### src/rtl/mpbh_pkg.sv
package mpbh_pkg;

   // register byte offsets
   localparam logic [7:0] MPBH_CTRL_OFS   = 8'h00;
   localparam logic [7:0] MPBH_STATUS_OFS = 8'h04;

   // control register fields
   localparam int MPBH_CTRL_HOLD_BIT   = 0;
   localparam int MPBH_CTRL_IRQ0_BIT   = 1;
   localparam int MPBH_CTRL_IRQ1_BIT   = 2;
   localparam int MPBH_CTRL_NMI_BIT    = 3;
   localparam int MPBH_CTRL_VEC_BIT    = 4;
   localparam int MPBH_CTRL_DMAEN_BIT  = 5;

   // control value after reset: bus hold set, every interrupt disabled
   localparam logic [5:0] MPBH_CTRL_RESET = 6'h01;

   // status register fields
   localparam int MPBH_ST_OWN_BIT      = 0;
   localparam int MPBH_ST_DMA_BIT      = 1;
   localparam int MPBH_ST_DMAACK_BIT   = 2;
   localparam int MPBH_ST_CPUREQ_BIT   = 3;
   localparam int MPBH_ST_HOSTOK_BIT   = 4;

   // backplane control clock: ticks of aclk per tick
   localparam int MPBH_CTL_DIV_DEF     = 4;
   // three wait ticks in the handoff; with the entry tick it takes four control clock cycles
   localparam int MPBH_HANDOFF_TICKS   = 3;

   // axi response codes
   localparam logic [1:0] MPBH_RESP_OKAY   = 2'b00;
   localparam logic [1:0] MPBH_RESP_SLVERR = 2'b10;

   // bus access machine states
   typedef enum logic [1:0] {
      MPBH_BA_REQ,
      MPBH_BA_WAIT,
      MPBH_BA_OWN,
      MPBH_BA_IDLE
   } mpbh_ba_e;

   // cpu request machine states
   typedef enum logic [1:0] {
      MPBH_CR_REQ,
      MPBH_CR_IDLE,
      MPBH_CR_HAVE
   } mpbh_cr_e;

endpackage

### src/rtl/mpbh_arb_if.sv
`timescale 1ns/1ps
// arbitration handshake between the main block and its bus access machine
interface mpbh_arb_if;
   logic want;
   logic lock;
   logic own;
   logic req_pending;
   logic ctl_tick;
   modport ctrl (output want, output lock, output ctl_tick, input own, input req_pending);
   modport fsm  (input want, input lock, input ctl_tick, output own, output req_pending);
endinterface

### src/rtl/mpbh_bus_access.sv
`timescale 1ns/1ps
module mpbh_bus_access
   import mpbh_pkg::*;
(
   // clock and reset
   input  wire logic  aclk,
   input  wire logic  aresetn,
   // chain
   input  wire logic  chain_in,
   input  wire logic  other_req,
   output logic       chain_out,
   // arbitration handshake
   mpbh_arb_if.fsm    arb
);

   mpbh_ba_e   state;
   logic [1:0] cnt;

   // bus access machine stepped by the control clock tick
   always_ff @(posedge aclk) begin
      if (!aresetn) begin
         // start requesting
         state <= MPBH_BA_REQ;
         cnt   <= 2'h0;
      end else if (arb.ctl_tick) begin
         case (state)
            MPBH_BA_REQ: begin
               cnt <= 2'h0;
               if (chain_in) begin
                  state <= MPBH_BA_WAIT;
               end
            end
            // three wait ticks here, four ticks with the entry tick
            MPBH_BA_WAIT: begin
               if (!chain_in) begin
                  state <= MPBH_BA_REQ;
               end else if (cnt == 2'(MPBH_HANDOFF_TICKS - 1)) begin
                  state <= MPBH_BA_OWN;
               end else begin
                  cnt <= cnt + 2'h1;
               end
            end
            // held while locked
            MPBH_BA_OWN: begin
               if (!arb.lock && (other_req || !arb.want)) begin
                  state <= MPBH_BA_IDLE;
               end
            end
            MPBH_BA_IDLE: begin
               if (arb.want) begin
                  state <= MPBH_BA_REQ;
               end
            end
            default: state <= MPBH_BA_REQ;
         endcase
      end
   end

   assign arb.own         = (state == MPBH_BA_OWN);
   assign arb.req_pending = (state == MPBH_BA_REQ) || (state == MPBH_BA_WAIT);

   // pass the chain on only from the idle state after release, while the chain input is high
   always_ff @(posedge aclk) begin
      if (!aresetn) begin
         chain_out <= 1'b0;
      end else begin
         chain_out <= chain_in && (state == MPBH_BA_IDLE);
      end
   end

endmodule

### src/rtl/mpbh_top.sv
`timescale 1ns/1ps
// Function
// each backplane interrupt is passed to the cpu only when this card is enabled for it.
// with off-board vectors, acknowledge cycles wait until the bus is owned.
// with on-board vectors, acknowledge runs without arbitration; later accesses arbitrate.
// the non-maskable interrupt has its own enable and no acknowledge cycle.
// setting the bus hold bit on a host with dma enabled enters dma hold mode.
// in dma hold mode a bus request is answered with a bus acknowledge.
// clearing the bus hold bit leaves dma hold mode.
// both machines reset into their request state.
// the bus hold bit resets set so the bus is kept once granted.
// a high chain input gives this card the bus within three control clocks; here an entry tick comes before the three wait ticks, so it takes four.
// ownership is kept while the bus hold bit stays set.
// the startup handoff passes from chain output to the next chain input.
// the host does not regain the bus until every slave has owned it once; here host_ok only shows in status, the want gate never closes.
// a locked pair of byte cycles keeps ownership across both.
module mpbh_top
   import mpbh_pkg::*;
#(
   parameter int CTL_DIV    = MPBH_CTL_DIV_DEF,
   parameter int NUM_SLAVES = 1
)(
   // clock and reset
   input  wire logic        aclk,
   input  wire logic        aresetn,
   // axi4-lite write address
   input  wire logic [7:0]  s_axi_awaddr,
   input  wire logic        s_axi_awvalid,
   output logic             s_axi_awready,
   // axi4-lite write data
   input  wire logic [31:0] s_axi_wdata,
   input  wire logic [3:0]  s_axi_wstrb,
   input  wire logic        s_axi_wvalid,
   output logic             s_axi_wready,
   // axi4-lite write response
   output logic [1:0]       s_axi_bresp,
   output logic             s_axi_bvalid,
   input  wire logic        s_axi_bready,
   // axi4-lite read address
   input  wire logic [7:0]  s_axi_araddr,
   input  wire logic        s_axi_arvalid,
   output logic             s_axi_arready,
   // axi4-lite read data
   output logic [31:0]      s_axi_rdata,
   output logic [1:0]       s_axi_rresp,
   output logic             s_axi_rvalid,
   input  wire logic        s_axi_rready,
   // card strap and backplane arbitration
   input  wire logic        is_host,
   input  wire logic        chain_in,
   input  wire logic        other_req,
   input  wire logic        slave_done,
   output logic             chain_out,
   output logic             bus_req,
   output logic             bus_drive,
   // legacy dma pair
   input  wire logic        dma_req,
   output logic             dma_ack,
   // backplane interrupts in, cpu interrupts out
   input  wire logic        bp_irq0,
   input  wire logic        bp_irq1,
   input  wire logic        bp_nmi,
   output logic             cpu_irq0,
   output logic             cpu_irq1,
   output logic             cpu_nmi,
   // cpu side
   input  wire logic        cpu_access,
   input  wire logic        cpu_inta,
   input  wire logic        cpu_lock,
   input  wire logic        cpu_pair,
   input  wire logic        cpu_cycle_done,
   output logic             cpu_ready
);

   ////////////////////////////////////////////////////////////////////////////
   // registers and shared state

   logic [5:0]  ctrl;
   logic        host_q;
   logic        dma_hold_mode;
   logic        pair_lock;
   logic        cycle_lock;
   logic [15:0] slaves_seen;
   logic        host_ok;
   logic [$clog2(CTL_DIV+1)-1:0] div_cnt;
   logic        ctl_tick;
   mpbh_cr_e    cr_state;
   logic        need_bus;
   logic        own_d;
   logic        bus_hold_bit;

   mpbh_arb_if arb ();

   assign bus_hold_bit = ctrl[MPBH_CTRL_HOLD_BIT];

   ////////////////////////////////////////////////////////////////////////////
   // control clock divider

   // one-cycle tick standing in for the backplane control clock
   always_ff @(posedge aclk) begin
      if (!aresetn) begin
         div_cnt  <= '0;
         ctl_tick <= 1'b0;
      end else if (div_cnt == ($clog2(CTL_DIV+1))'(CTL_DIV - 1)) begin
         div_cnt  <= '0;
         ctl_tick <= 1'b1;
      end else begin
         div_cnt  <= div_cnt + 1'b1;
         ctl_tick <= 1'b0;
      end
   end

   // strap is caught by a clocked process, never by the reset itself
   always_ff @(posedge aclk) begin
      host_q <= is_host;
   end

   ////////////////////////////////////////////////////////////////////////////
   // axi4-lite write side

   logic        aw_held;
   logic        w_held;
   logic [7:0]  aw_addr;
   logic [31:0] w_data;
   logic [3:0]  w_strb;

   // address and data taken independently, response after both
   always_ff @(posedge aclk) begin
      if (!aresetn) begin
         aw_held      <= 1'b0;
         w_held       <= 1'b0;
         aw_addr      <= 8'h00;
         w_data       <= 32'h0000_0000;
         w_strb       <= 4'h0;
         s_axi_bvalid <= 1'b0;
         s_axi_bresp  <= MPBH_RESP_OKAY;
      end else begin
         if (s_axi_awvalid && s_axi_awready) begin
            aw_held <= 1'b1;
            aw_addr <= s_axi_awaddr;
         end
         if (s_axi_wvalid && s_axi_wready) begin
            w_held <= 1'b1;
            w_data <= s_axi_wdata;
            w_strb <= s_axi_wstrb;
         end
         if (aw_held && w_held && !s_axi_bvalid) begin
            aw_held      <= 1'b0;
            w_held       <= 1'b0;
            s_axi_bvalid <= 1'b1;
            s_axi_bresp  <= (aw_addr == MPBH_CTRL_OFS || aw_addr == MPBH_STATUS_OFS) ?
                            MPBH_RESP_OKAY : MPBH_RESP_SLVERR;
         end else if (s_axi_bvalid && s_axi_bready) begin
            s_axi_bvalid <= 1'b0;
         end
      end
   end

   // ready is low while a word is held, so a second one waits
   always_ff @(posedge aclk) begin
      if (!aresetn) begin
         s_axi_awready <= 1'b0;
         s_axi_wready  <= 1'b0;
      end else begin
         s_axi_awready <= !aw_held && !(s_axi_awvalid && s_axi_awready) && !s_axi_bvalid;
         s_axi_wready  <= !w_held && !(s_axi_wvalid && s_axi_wready) && !s_axi_bvalid;
      end
   end

   // control register
   always_ff @(posedge aclk) begin
      if (!aresetn) begin
         // hold bit comes up set
         ctrl <= MPBH_CTRL_RESET;
      end else if (aw_held && w_held && !s_axi_bvalid && aw_addr == MPBH_CTRL_OFS
                   && w_strb[0]) begin
         ctrl <= w_data[5:0];
      end
   end

   ////////////////////////////////////////////////////////////////////////////
   // axi4-lite read side

   // one read at a time, answered the cycle after the address is taken
   always_ff @(posedge aclk) begin
      if (!aresetn) begin
         s_axi_arready <= 1'b0;
         s_axi_rvalid  <= 1'b0;
         s_axi_rdata   <= 32'h0000_0000;
         s_axi_rresp   <= MPBH_RESP_OKAY;
      end else begin
         s_axi_arready <= !s_axi_rvalid && !(s_axi_arvalid && s_axi_arready);
         if (s_axi_arvalid && s_axi_arready) begin
            s_axi_rvalid <= 1'b1;
            s_axi_rresp  <= MPBH_RESP_OKAY;
            case (s_axi_araddr)
               MPBH_CTRL_OFS:   s_axi_rdata <= {26'h0, ctrl};
               MPBH_STATUS_OFS: s_axi_rdata <= {27'h0, host_ok, cr_state == MPBH_CR_REQ,
                                                dma_ack, dma_hold_mode, arb.own};
               default: begin
                  s_axi_rdata <= 32'h0000_0000;
                  s_axi_rresp <= MPBH_RESP_SLVERR;
               end
            endcase
         end else if (s_axi_rvalid && s_axi_rready) begin
            s_axi_rvalid <= 1'b0;
         end
      end
   end

   ////////////////////////////////////////////////////////////////////////////
   // interrupt routing

   // only the assigned card passes each line on
   always_ff @(posedge aclk) begin
      if (!aresetn) begin
         cpu_irq0 <= 1'b0;
         cpu_irq1 <= 1'b0;
         cpu_nmi  <= 1'b0;
      end else begin
         cpu_irq0 <= bp_irq0 && ctrl[MPBH_CTRL_IRQ0_BIT];
         cpu_irq1 <= bp_irq1 && ctrl[MPBH_CTRL_IRQ1_BIT];
         // separate enable, never acknowledged
         cpu_nmi  <= bp_nmi && ctrl[MPBH_CTRL_NMI_BIT];
      end
   end

   ////////////////////////////////////////////////////////////////////////////
   // dma hold mode

   // host with dma enabled, hold set and bus owned; R7: leaves on hold clear
   always_ff @(posedge aclk) begin
      if (!aresetn) begin
         dma_hold_mode <= 1'b0;
      end else begin
         dma_hold_mode <= host_q && ctrl[MPBH_CTRL_DMAEN_BIT] && bus_hold_bit && arb.own;
      end
   end

   // legacy request/acknowledge while in the mode
   always_ff @(posedge aclk) begin
      if (!aresetn) begin
         dma_ack <= 1'b0;
      end else begin
         dma_ack <= dma_hold_mode && dma_req;
      end
   end

   ////////////////////////////////////////////////////////////////////////////
   // cpu request side and locks

   // acknowledge with off-board vectors needs the bus; R3: on-board does not
   assign need_bus = cpu_access || (cpu_inta && !ctrl[MPBH_CTRL_VEC_BIT]);

   // lock spans both halves of a locked byte pair
   always_ff @(posedge aclk) begin
      if (!aresetn) begin
         pair_lock <= 1'b0;
      end else if (cpu_lock && cpu_pair) begin
         pair_lock <= 1'b1;
      end else if (!cpu_lock) begin
         pair_lock <= 1'b0;
      end
   end

   // a single cycle keeps the bus until it completes
   always_ff @(posedge aclk) begin
      if (!aresetn) begin
         cycle_lock <= 1'b0;
      end else if (cpu_cycle_done) begin
         cycle_lock <= 1'b0;
      end else if (arb.own && need_bus) begin
         cycle_lock <= 1'b1;
      end
   end

   // host_ok sets once every slave has reported owning since the host released; status and the want gate read it
   always_ff @(posedge aclk) begin
      if (!aresetn) begin
         slaves_seen <= 16'h0000;
         host_ok     <= 1'b0;
         own_d       <= 1'b0;
      end else begin
         own_d <= arb.own;
         if (host_q && own_d && !arb.own && !host_ok) begin
            // a slave report landing in the release cycle still counts
            slaves_seen <= {15'h0, slave_done};
         end else if (slave_done && !host_ok) begin
            slaves_seen <= slaves_seen + 16'h0001;
         end
         if (slaves_seen >= 16'(NUM_SLAVES)) begin
            host_ok <= 1'b1;
         end
      end
   end

   // cpu request machine
   always_ff @(posedge aclk) begin
      if (!aresetn) begin
         // request state at reset
         cr_state <= MPBH_CR_REQ;
      end else begin
         case (cr_state)
            MPBH_CR_REQ: begin
               if (arb.own) begin
                  cr_state <= MPBH_CR_HAVE;
               end
            end
            MPBH_CR_HAVE: begin
               if (!arb.own) begin
                  cr_state <= MPBH_CR_IDLE;
               end
            end
            MPBH_CR_IDLE: begin
               if (need_bus || bus_hold_bit) begin
                  cr_state <= MPBH_CR_REQ;
               end
            end
            default: cr_state <= MPBH_CR_REQ;
         endcase
      end
   end

   // a host's want is held off only while own_d is set and the cpu machine is idle, which never occurs together
   assign arb.want     = (cr_state == MPBH_CR_REQ || cr_state == MPBH_CR_HAVE
                          || need_bus || bus_hold_bit)
                         && (!host_q || host_ok || !own_d || cr_state != MPBH_CR_IDLE);
   // hold bit, single cycle and pair locks keep the bus
   assign arb.lock     = bus_hold_bit || cycle_lock || pair_lock || (cpu_lock && arb.own);
   assign arb.ctl_tick = ctl_tick;

   // chain handoff machine
   mpbh_bus_access u_bus_access (
      .aclk      (aclk),
      .aresetn   (aresetn),
      .chain_in  (chain_in),
      .other_req (other_req),
      .chain_out (chain_out),
      .arb       (arb)
   );

   // backplane request, drive and cpu ready
   always_ff @(posedge aclk) begin
      if (!aresetn) begin
         bus_req   <= 1'b0;
         bus_drive <= 1'b0;
         cpu_ready <= 1'b0;
      end else begin
         bus_req   <= arb.req_pending;
         bus_drive <= arb.own && !dma_ack;
         // on-board vector acknowledge completes at once
         cpu_ready <= (cpu_inta && ctrl[MPBH_CTRL_VEC_BIT]) || (need_bus && arb.own);
      end
   end

endmodule

### config.mk
export PLATFORM = sky130hd
export DESIGN_NAME = mpbh_top
export DESIGN_NICKNAME = d
export VERILOG_FILES = /design/src/rtl/mpbh_pkg.sv /design/src/rtl/mpbh_arb_if.sv /design/src/rtl/mpbh_bus_access.sv /design/src/rtl/mpbh_top.sv
export SDC_FILE = /design/constraint.sdc
export NUM_CORES = 1
export LEC_CHECK = 0
export ABC_AREA = 1
export BUFFER_PORTS_ARGS = -buffer_cell sky130_fd_sc_hd__buf_2
export CORE_MARGIN = 2
export CORE_UTILIZATION = 30
export CTS_CLUSTER_DIAMETER = 120
export DETAILED_ROUTE_END_ITERATION = 10
export GPL_TIMING_DRIVEN = 0
export MAX_ROUTING_LAYER = met4
export SYNTH_ARGS = -nofsm -noshare
export SYNTH_HDL_FRONTEND = slang
export SYNTH_SLANG_ARGS = --single-unit
### constraint.sdc
create_clock -name aclk -period 1.2 [get_ports aclk]
set_input_delay 0.24 -clock aclk [delete_from_list [all_inputs] [get_ports aclk]]
set_output_delay 0.24 -clock aclk [all_outputs]
set_load 0.01 [all_outputs]
-- After elaboration in Yosys (flattened, before gate mapping)
Index checks and enable logic that the tools add are counted.
- $add $sub $neg: 3
- magnitude comparators: 1
- eq/ne operators: 20
- multiplexer cells: 25
- bitwise logic cells: 1
- reductions and logical operators: 80
- operators with widths (kind ; number):
    $logic_and 1x1->1 ; 34
    $mux 2 ; 12
    $add 16x1->16 const B ; 1
    $eq 8x3->1 const B ; 2
    $ge 16x1->1 const B ; 1
    $logic_not 8->1 ; 2
    $logic_not 1->1 ; 15
    $logic_or 1x1->1 ; 15
    $ne 2x2->1 const B ; 6
    $pmux 6 s2 ; 1
    $reduce_or 2->1 ; 5
    $mux 1 ; 9
    $eq 2x2->1 const B ; 4
    $ne 2x1->1 const B ; 4
    $pmux 2 s4 ; 1
    $reduce_bool 2->1 ; 4
    $pmux 2 s3 ; 1
    $reduce_and 5->1 ; 1
    $eq 2x1->1 const B ; 2
    $logic_not 2->1 ; 2
    $pmux 2 s2 ; 1
    $reduce_and 4->1 ; 1
    $add 3x1->3 const B ; 1
    $eq 3x2->1 const B ; 1
    4 further kinds ; 4
- register bits after elaboration: 104
- bits of input ports: 72
- output and inout bits: 49
- word-level logic and storage cells: 165

-- Logic depth before layout (Yosys ltp)
- depth in word-level cells: 11
- gate-level depth with buffers: 9
- mapped depth without buffers: 9

-- Modules after synthesis
A second synthesis with hierarchy kept.
- cell total of the unflattened synthesis: 472
- area, all modules: 3490.8 µm²
- by module, submodules not included (module ; instances ; cells each ; area each (µm²) ; sequential area each (µm²)):
    mpbh_top ; 1 ; 426 ; 3166.8 ; 1421.4
    mpbh_bus_access ; 1 ; 46 ; 324.1 ; 100.1

-- Least setup slack after synthesis
OpenSTA, ideal clock, no wires.
- kind: flip-flop to flip-flop
- start: register slaves_seen[0]
- end: register slaves_seen[14]
- library setup time: 0.112 ns
- arrival: 1.114 ns
- data required time: 1.088 ns
- setup slack: -0.026 ns
- cell stages (with the launch flop): 9
- buffers on the path: 0
- period minus slack after synthesis: 1.226 ns
- cells stage by stage: dfxtp_1 > ha_1 > nand3b_4 > nor2_4 > nand2_4 > nor2_1 > nand2_1 > nand2_1 > nor2_1
- word-level cells in the longest chain between the ends: 1
- RTL lines (item ; RTL line ; RTL):
    start: declaration ; mpbh_top.sv:83 ; logic [15:0] slaves_seen;
    start signal: assignment ; mpbh_top.sv:287 ; slaves_seen <= {15'h0, slave_done};
    start signal: assignment ; mpbh_top.sv:289 ; slaves_seen <= slaves_seen + 16'h0001;
    $add 16x1->16 ; mpbh_top.sv:289 ;
Every way passes these cells.
A chain may end at the register's enable or synchronous reset.

-- Worst setup path after layout
- start: register aw_addr[4]
- end: register ctrl[0]
- word-level cells in the longest chain between the ends: 3
- RTL lines (item ; RTL line ; RTL):
    start: declaration ; mpbh_top.sv:123 ; logic [7:0] aw_addr;
    start signal: assignment ; mpbh_top.sv:140 ; aw_addr <= s_axi_awaddr;
    $logic_not 8->1 ; mpbh_top.sv:175 ; end else if (aw_held && w_held && !s_axi_bvalid && aw_addr == MPBH_CTRL_OFS
    $logic_and 1x1->1 ; mpbh_top.sv:175 ;
    $logic_and 1x1->1 ; mpbh_top.sv:176 ; && w_strb[0]) begin
    end signal: assignment ; mpbh_top.sv:177 ; ctrl <= w_data[5:0];
    end: declaration ; mpbh_top.sv:78 ; logic [5:0] ctrl;
Every way passes these cells.

==> metrics.cfg <==
[sta]
drv_slew=0
setup_viol=11
tightestPinTransition_ns=0.580
hold_viol=0
finalCritPeriodShare_pct=106
min_period_ns=1.27
finalWorstSetupSlack_ns=-0.0697
rsz0062_at_grt=true
clock_skew_ns=0.00730
timing.slew.headroom_pct=61.3
fmaxAchievable_mhz=788
holdWs_ns=0.0360

[hold_path]
holdPathEnd=host_q
hp-start=is_host
hold_class=in2reg
whs_path_depth=1

[routing]
post-route-drc-count=0
wl_per_cell_um=11.6
vias_per_cell=4.41
wirelength_um=8800
first_pass_iters=4
antenna_left=0
drt_iter0_drc=98
vias=3348

[synth]
synth_cell_types=34
synth_edf_count=0
async_flop_share_pct=0
synth-seq-area-share_pct=43.6
synth_cells=475
synth_area_leaders=dfxtp_1, nand2_1, nor2_1
synth_top_area_share_pct=43.6
ys_ff_latch=76
yosys.area.top_type=dfxtp_1
synth_top_flop_cell=dfxtp_1
syn_area_per_cell_sq_um=7.35
ys_warn_count=0
synth.cell_area_sq_mm=0.00349

[die]
die_w_um=112
rows=39
initial_core_util_pct=30.7
ioPinCount=121
dieHeight_um=112
core_sq_mm=0.0114
dieArea_sq_mm=0.0125

[setup_path]
critPathBufInv=2
r2r-start=aw_addr[4]
crit_chain=nor2_4 -> nand2_2 -> nor3b_4 -> buf_6 -> buf_6 -> nand3_1 -> nand3_1
critPathKind=reg2reg
critical_path.max_fanout=5
path_delay_family=simple AND/OR/NAND/NOR gates
worst-endpoint-arrival_ns=1.54
worstPathRequired_ns=1.47
rr_endpoint=ctrl[0]
r2r_cells=7
cp-start-kind=flop
worstSetupEndpointType=flop
critPathMaxStageDelay_ns=0.33
crit_slowest_cell=dfxtp_2
rrSetupSlack_ns=-0.07

[cts]
clkLatencyLatePin_ns=0.34
cts_tree=done
cts_buffers=9
htreeDepth=3
root_buffer=clkbuf_16
max-clock-path-buffers=2
clk_pin_slew_worst_paths_ns=0.07
cts_sinks=76

[status]
status=finished with violations
failed_checks=negative setup slack

[global_routing]
grt_pass1_wl_um=13600
grt_pass1_vias=3016
grt_start_max_net_pins=16
antenna_found_initial=0
overflow=0
grt_usage_pct=13.7

[layout]
area_growth_pct=43.0
fin_area_sq_mm=0.00499
final_nets=690
drive_above_1_share_pct=39.9
fill_cells=1141
diodes=0

[placed_design]
gp_congestion=0.802
io_buffer_count=63
dp_hpwl_um=6110
postPlaceCellArea_sq_mm=0.00409

[power_and_ir_drop]
power_density_mw_per_mm2=1230
vdd_drop_max_mv=0.615
p_leak_nw=2.28

[flow_run]
maxCapViolCount=0

==> sequential cells by signal (all words and copies together) (netlist names), 2 cells and up, named ones only <==
register,flops
ctrl,6
cr_state,2
s_axi_rdata,6
w_data,6
u_bus_access.cnt,2
aw_addr,8
slaves_seen,16
div_cnt,3
==> report_power, final <==
part           internal (mW)  switching (mW)  leakage [nW]
registers               2.64          0.0912         0.632
clock network           1.43            1.15         0.129
logic                  0.414           0.435          1.51
total                   4.48            1.68          2.28
==> layout by cell type (no fill, tap or decap), drive strengths merged <==
cell      count
a211oi        1
a21oi        31
a31oi         2
buf         129
clkbuf       15
clkinv        1
clkinvlp      7
conb         28
dfxtp        76
ha            6
inv          57
nand2        90
nand3        25
nand3b        6
nand4         7
nor2         86
nor3          6
nor3b         5
nor4          4
o21ai        31
o22ai         1
or2           1
xor2          2
==> how the worst max path moves through the flow <==
stage                               start              end  slack, ns  cells past startpoint
after floorplan                   host_ok  slaves_seen[14]     -0.003                      8
after global placement    s_axi_araddr[7]   s_axi_rdata[3]      -0.29                      8
after detailed placement  s_axi_araddr[7]   s_axi_rdata[1]      -0.30                      8
after CTS                      aw_addr[5]          ctrl[0]      -0.08                      7
after global routing         s_axi_bvalid          ctrl[0]      -0.16                      6
final                          aw_addr[4]          ctrl[0]      -0.07                      7
==> synth_stat cells, types with 3 or more instances <==
| library cell | instances |
|---|---|
| buf_4 | 28 |
| o21ai_0 | 30 |
| nor4_1 | 3 |
| nand2_1 | 89 |
| dfxtp_1 | 76 |
| nand3b_1 | 3 |
| nor2_1 | 82 |
| nor3_1 | 5 |
| nand3_1 | 25 |
| inv_1 | 53 |
| nand4_1 | 7 |
| nor3b_1 | 3 |
| ha_1 | 6 |
| a21oi_1 | 31 |
| clkbuf_1 | 7 |
==> cell families after synthesis <==
kind of cell             count (synthesis)  synth area share (%)
AND/OR/NAND/NOR                        230                  30.5
adder cells (fa/ha/maj)                  6                  2.15
AO/OA/AOI/OAI                           66                  9.75
XOR/XNOR                                 2                 0.502
flip-flops                              76                  43.6
buffers and inverters                   94                  13.4
other                                    1                 0.107
==> timing repair <==
| item | 4_1_cts | 5_1_grt |
|---|---|---|
| setup buffers | 12 | 21 |
| hold buffers | 0 | 0 |
| gates resized for setup | 51 | 70 |
| pin swaps | 17 | 30 |
| setup endpoints to repair | 33 | 45 |
| cloned | 2 | 2 |
==> per-stage QoR <==
| stage | TNS, ns | instances | power, mW | worst slack [ns] | utilization [%] |
|---|---|---|---|---|---|
| floorplan | -0.00302 | 502 | 3.19 | -0.00302 | - |
| global placement | -5.18 | 708 | 3.38 | -0.291 | 36.0 |
| detailed placement | -5.77 | 708 | 3.39 | -0.301 | 36.0 |
| CTS | -0.378 | 737 | 6.09 | -0.0811 | 40.6 |
| global route | -1.65 | 760 | 6.42 | -0.158 | 43.9 |
| finish | -0.384 | 760 | 6.15 | -0.0697 | 43.9 |
==> layer usage <==
layer	share of wire [%]	vias up	track usage, %
met2	52	83	22.9
met4	1.1	0	4.36
met1	42	1523	16.7
li1	-	1731	-
met5	0	-	-
met3	4.6	11	2.61
==> area by class of cell <==
type / count / area, sq um / area share, %
flip-flops and latches: 76 / 1570 / 31.5
clock buffers: 9 / 225 / 4.51
well taps: 143 / 179 / 3.58
clock inverters: 7 / 57.6 / 1.15
repair inverters: 2 / 10.0 / 0.201
multi-input cells: 332 / 1870 / 37.4
repair buffers: 98 / 593 / 11.9
inverters: 56 / 223 / 4.46
plain buffers: 37 / 267 / 5.34
Note: power is estimated with default switching activity, not from simulation.
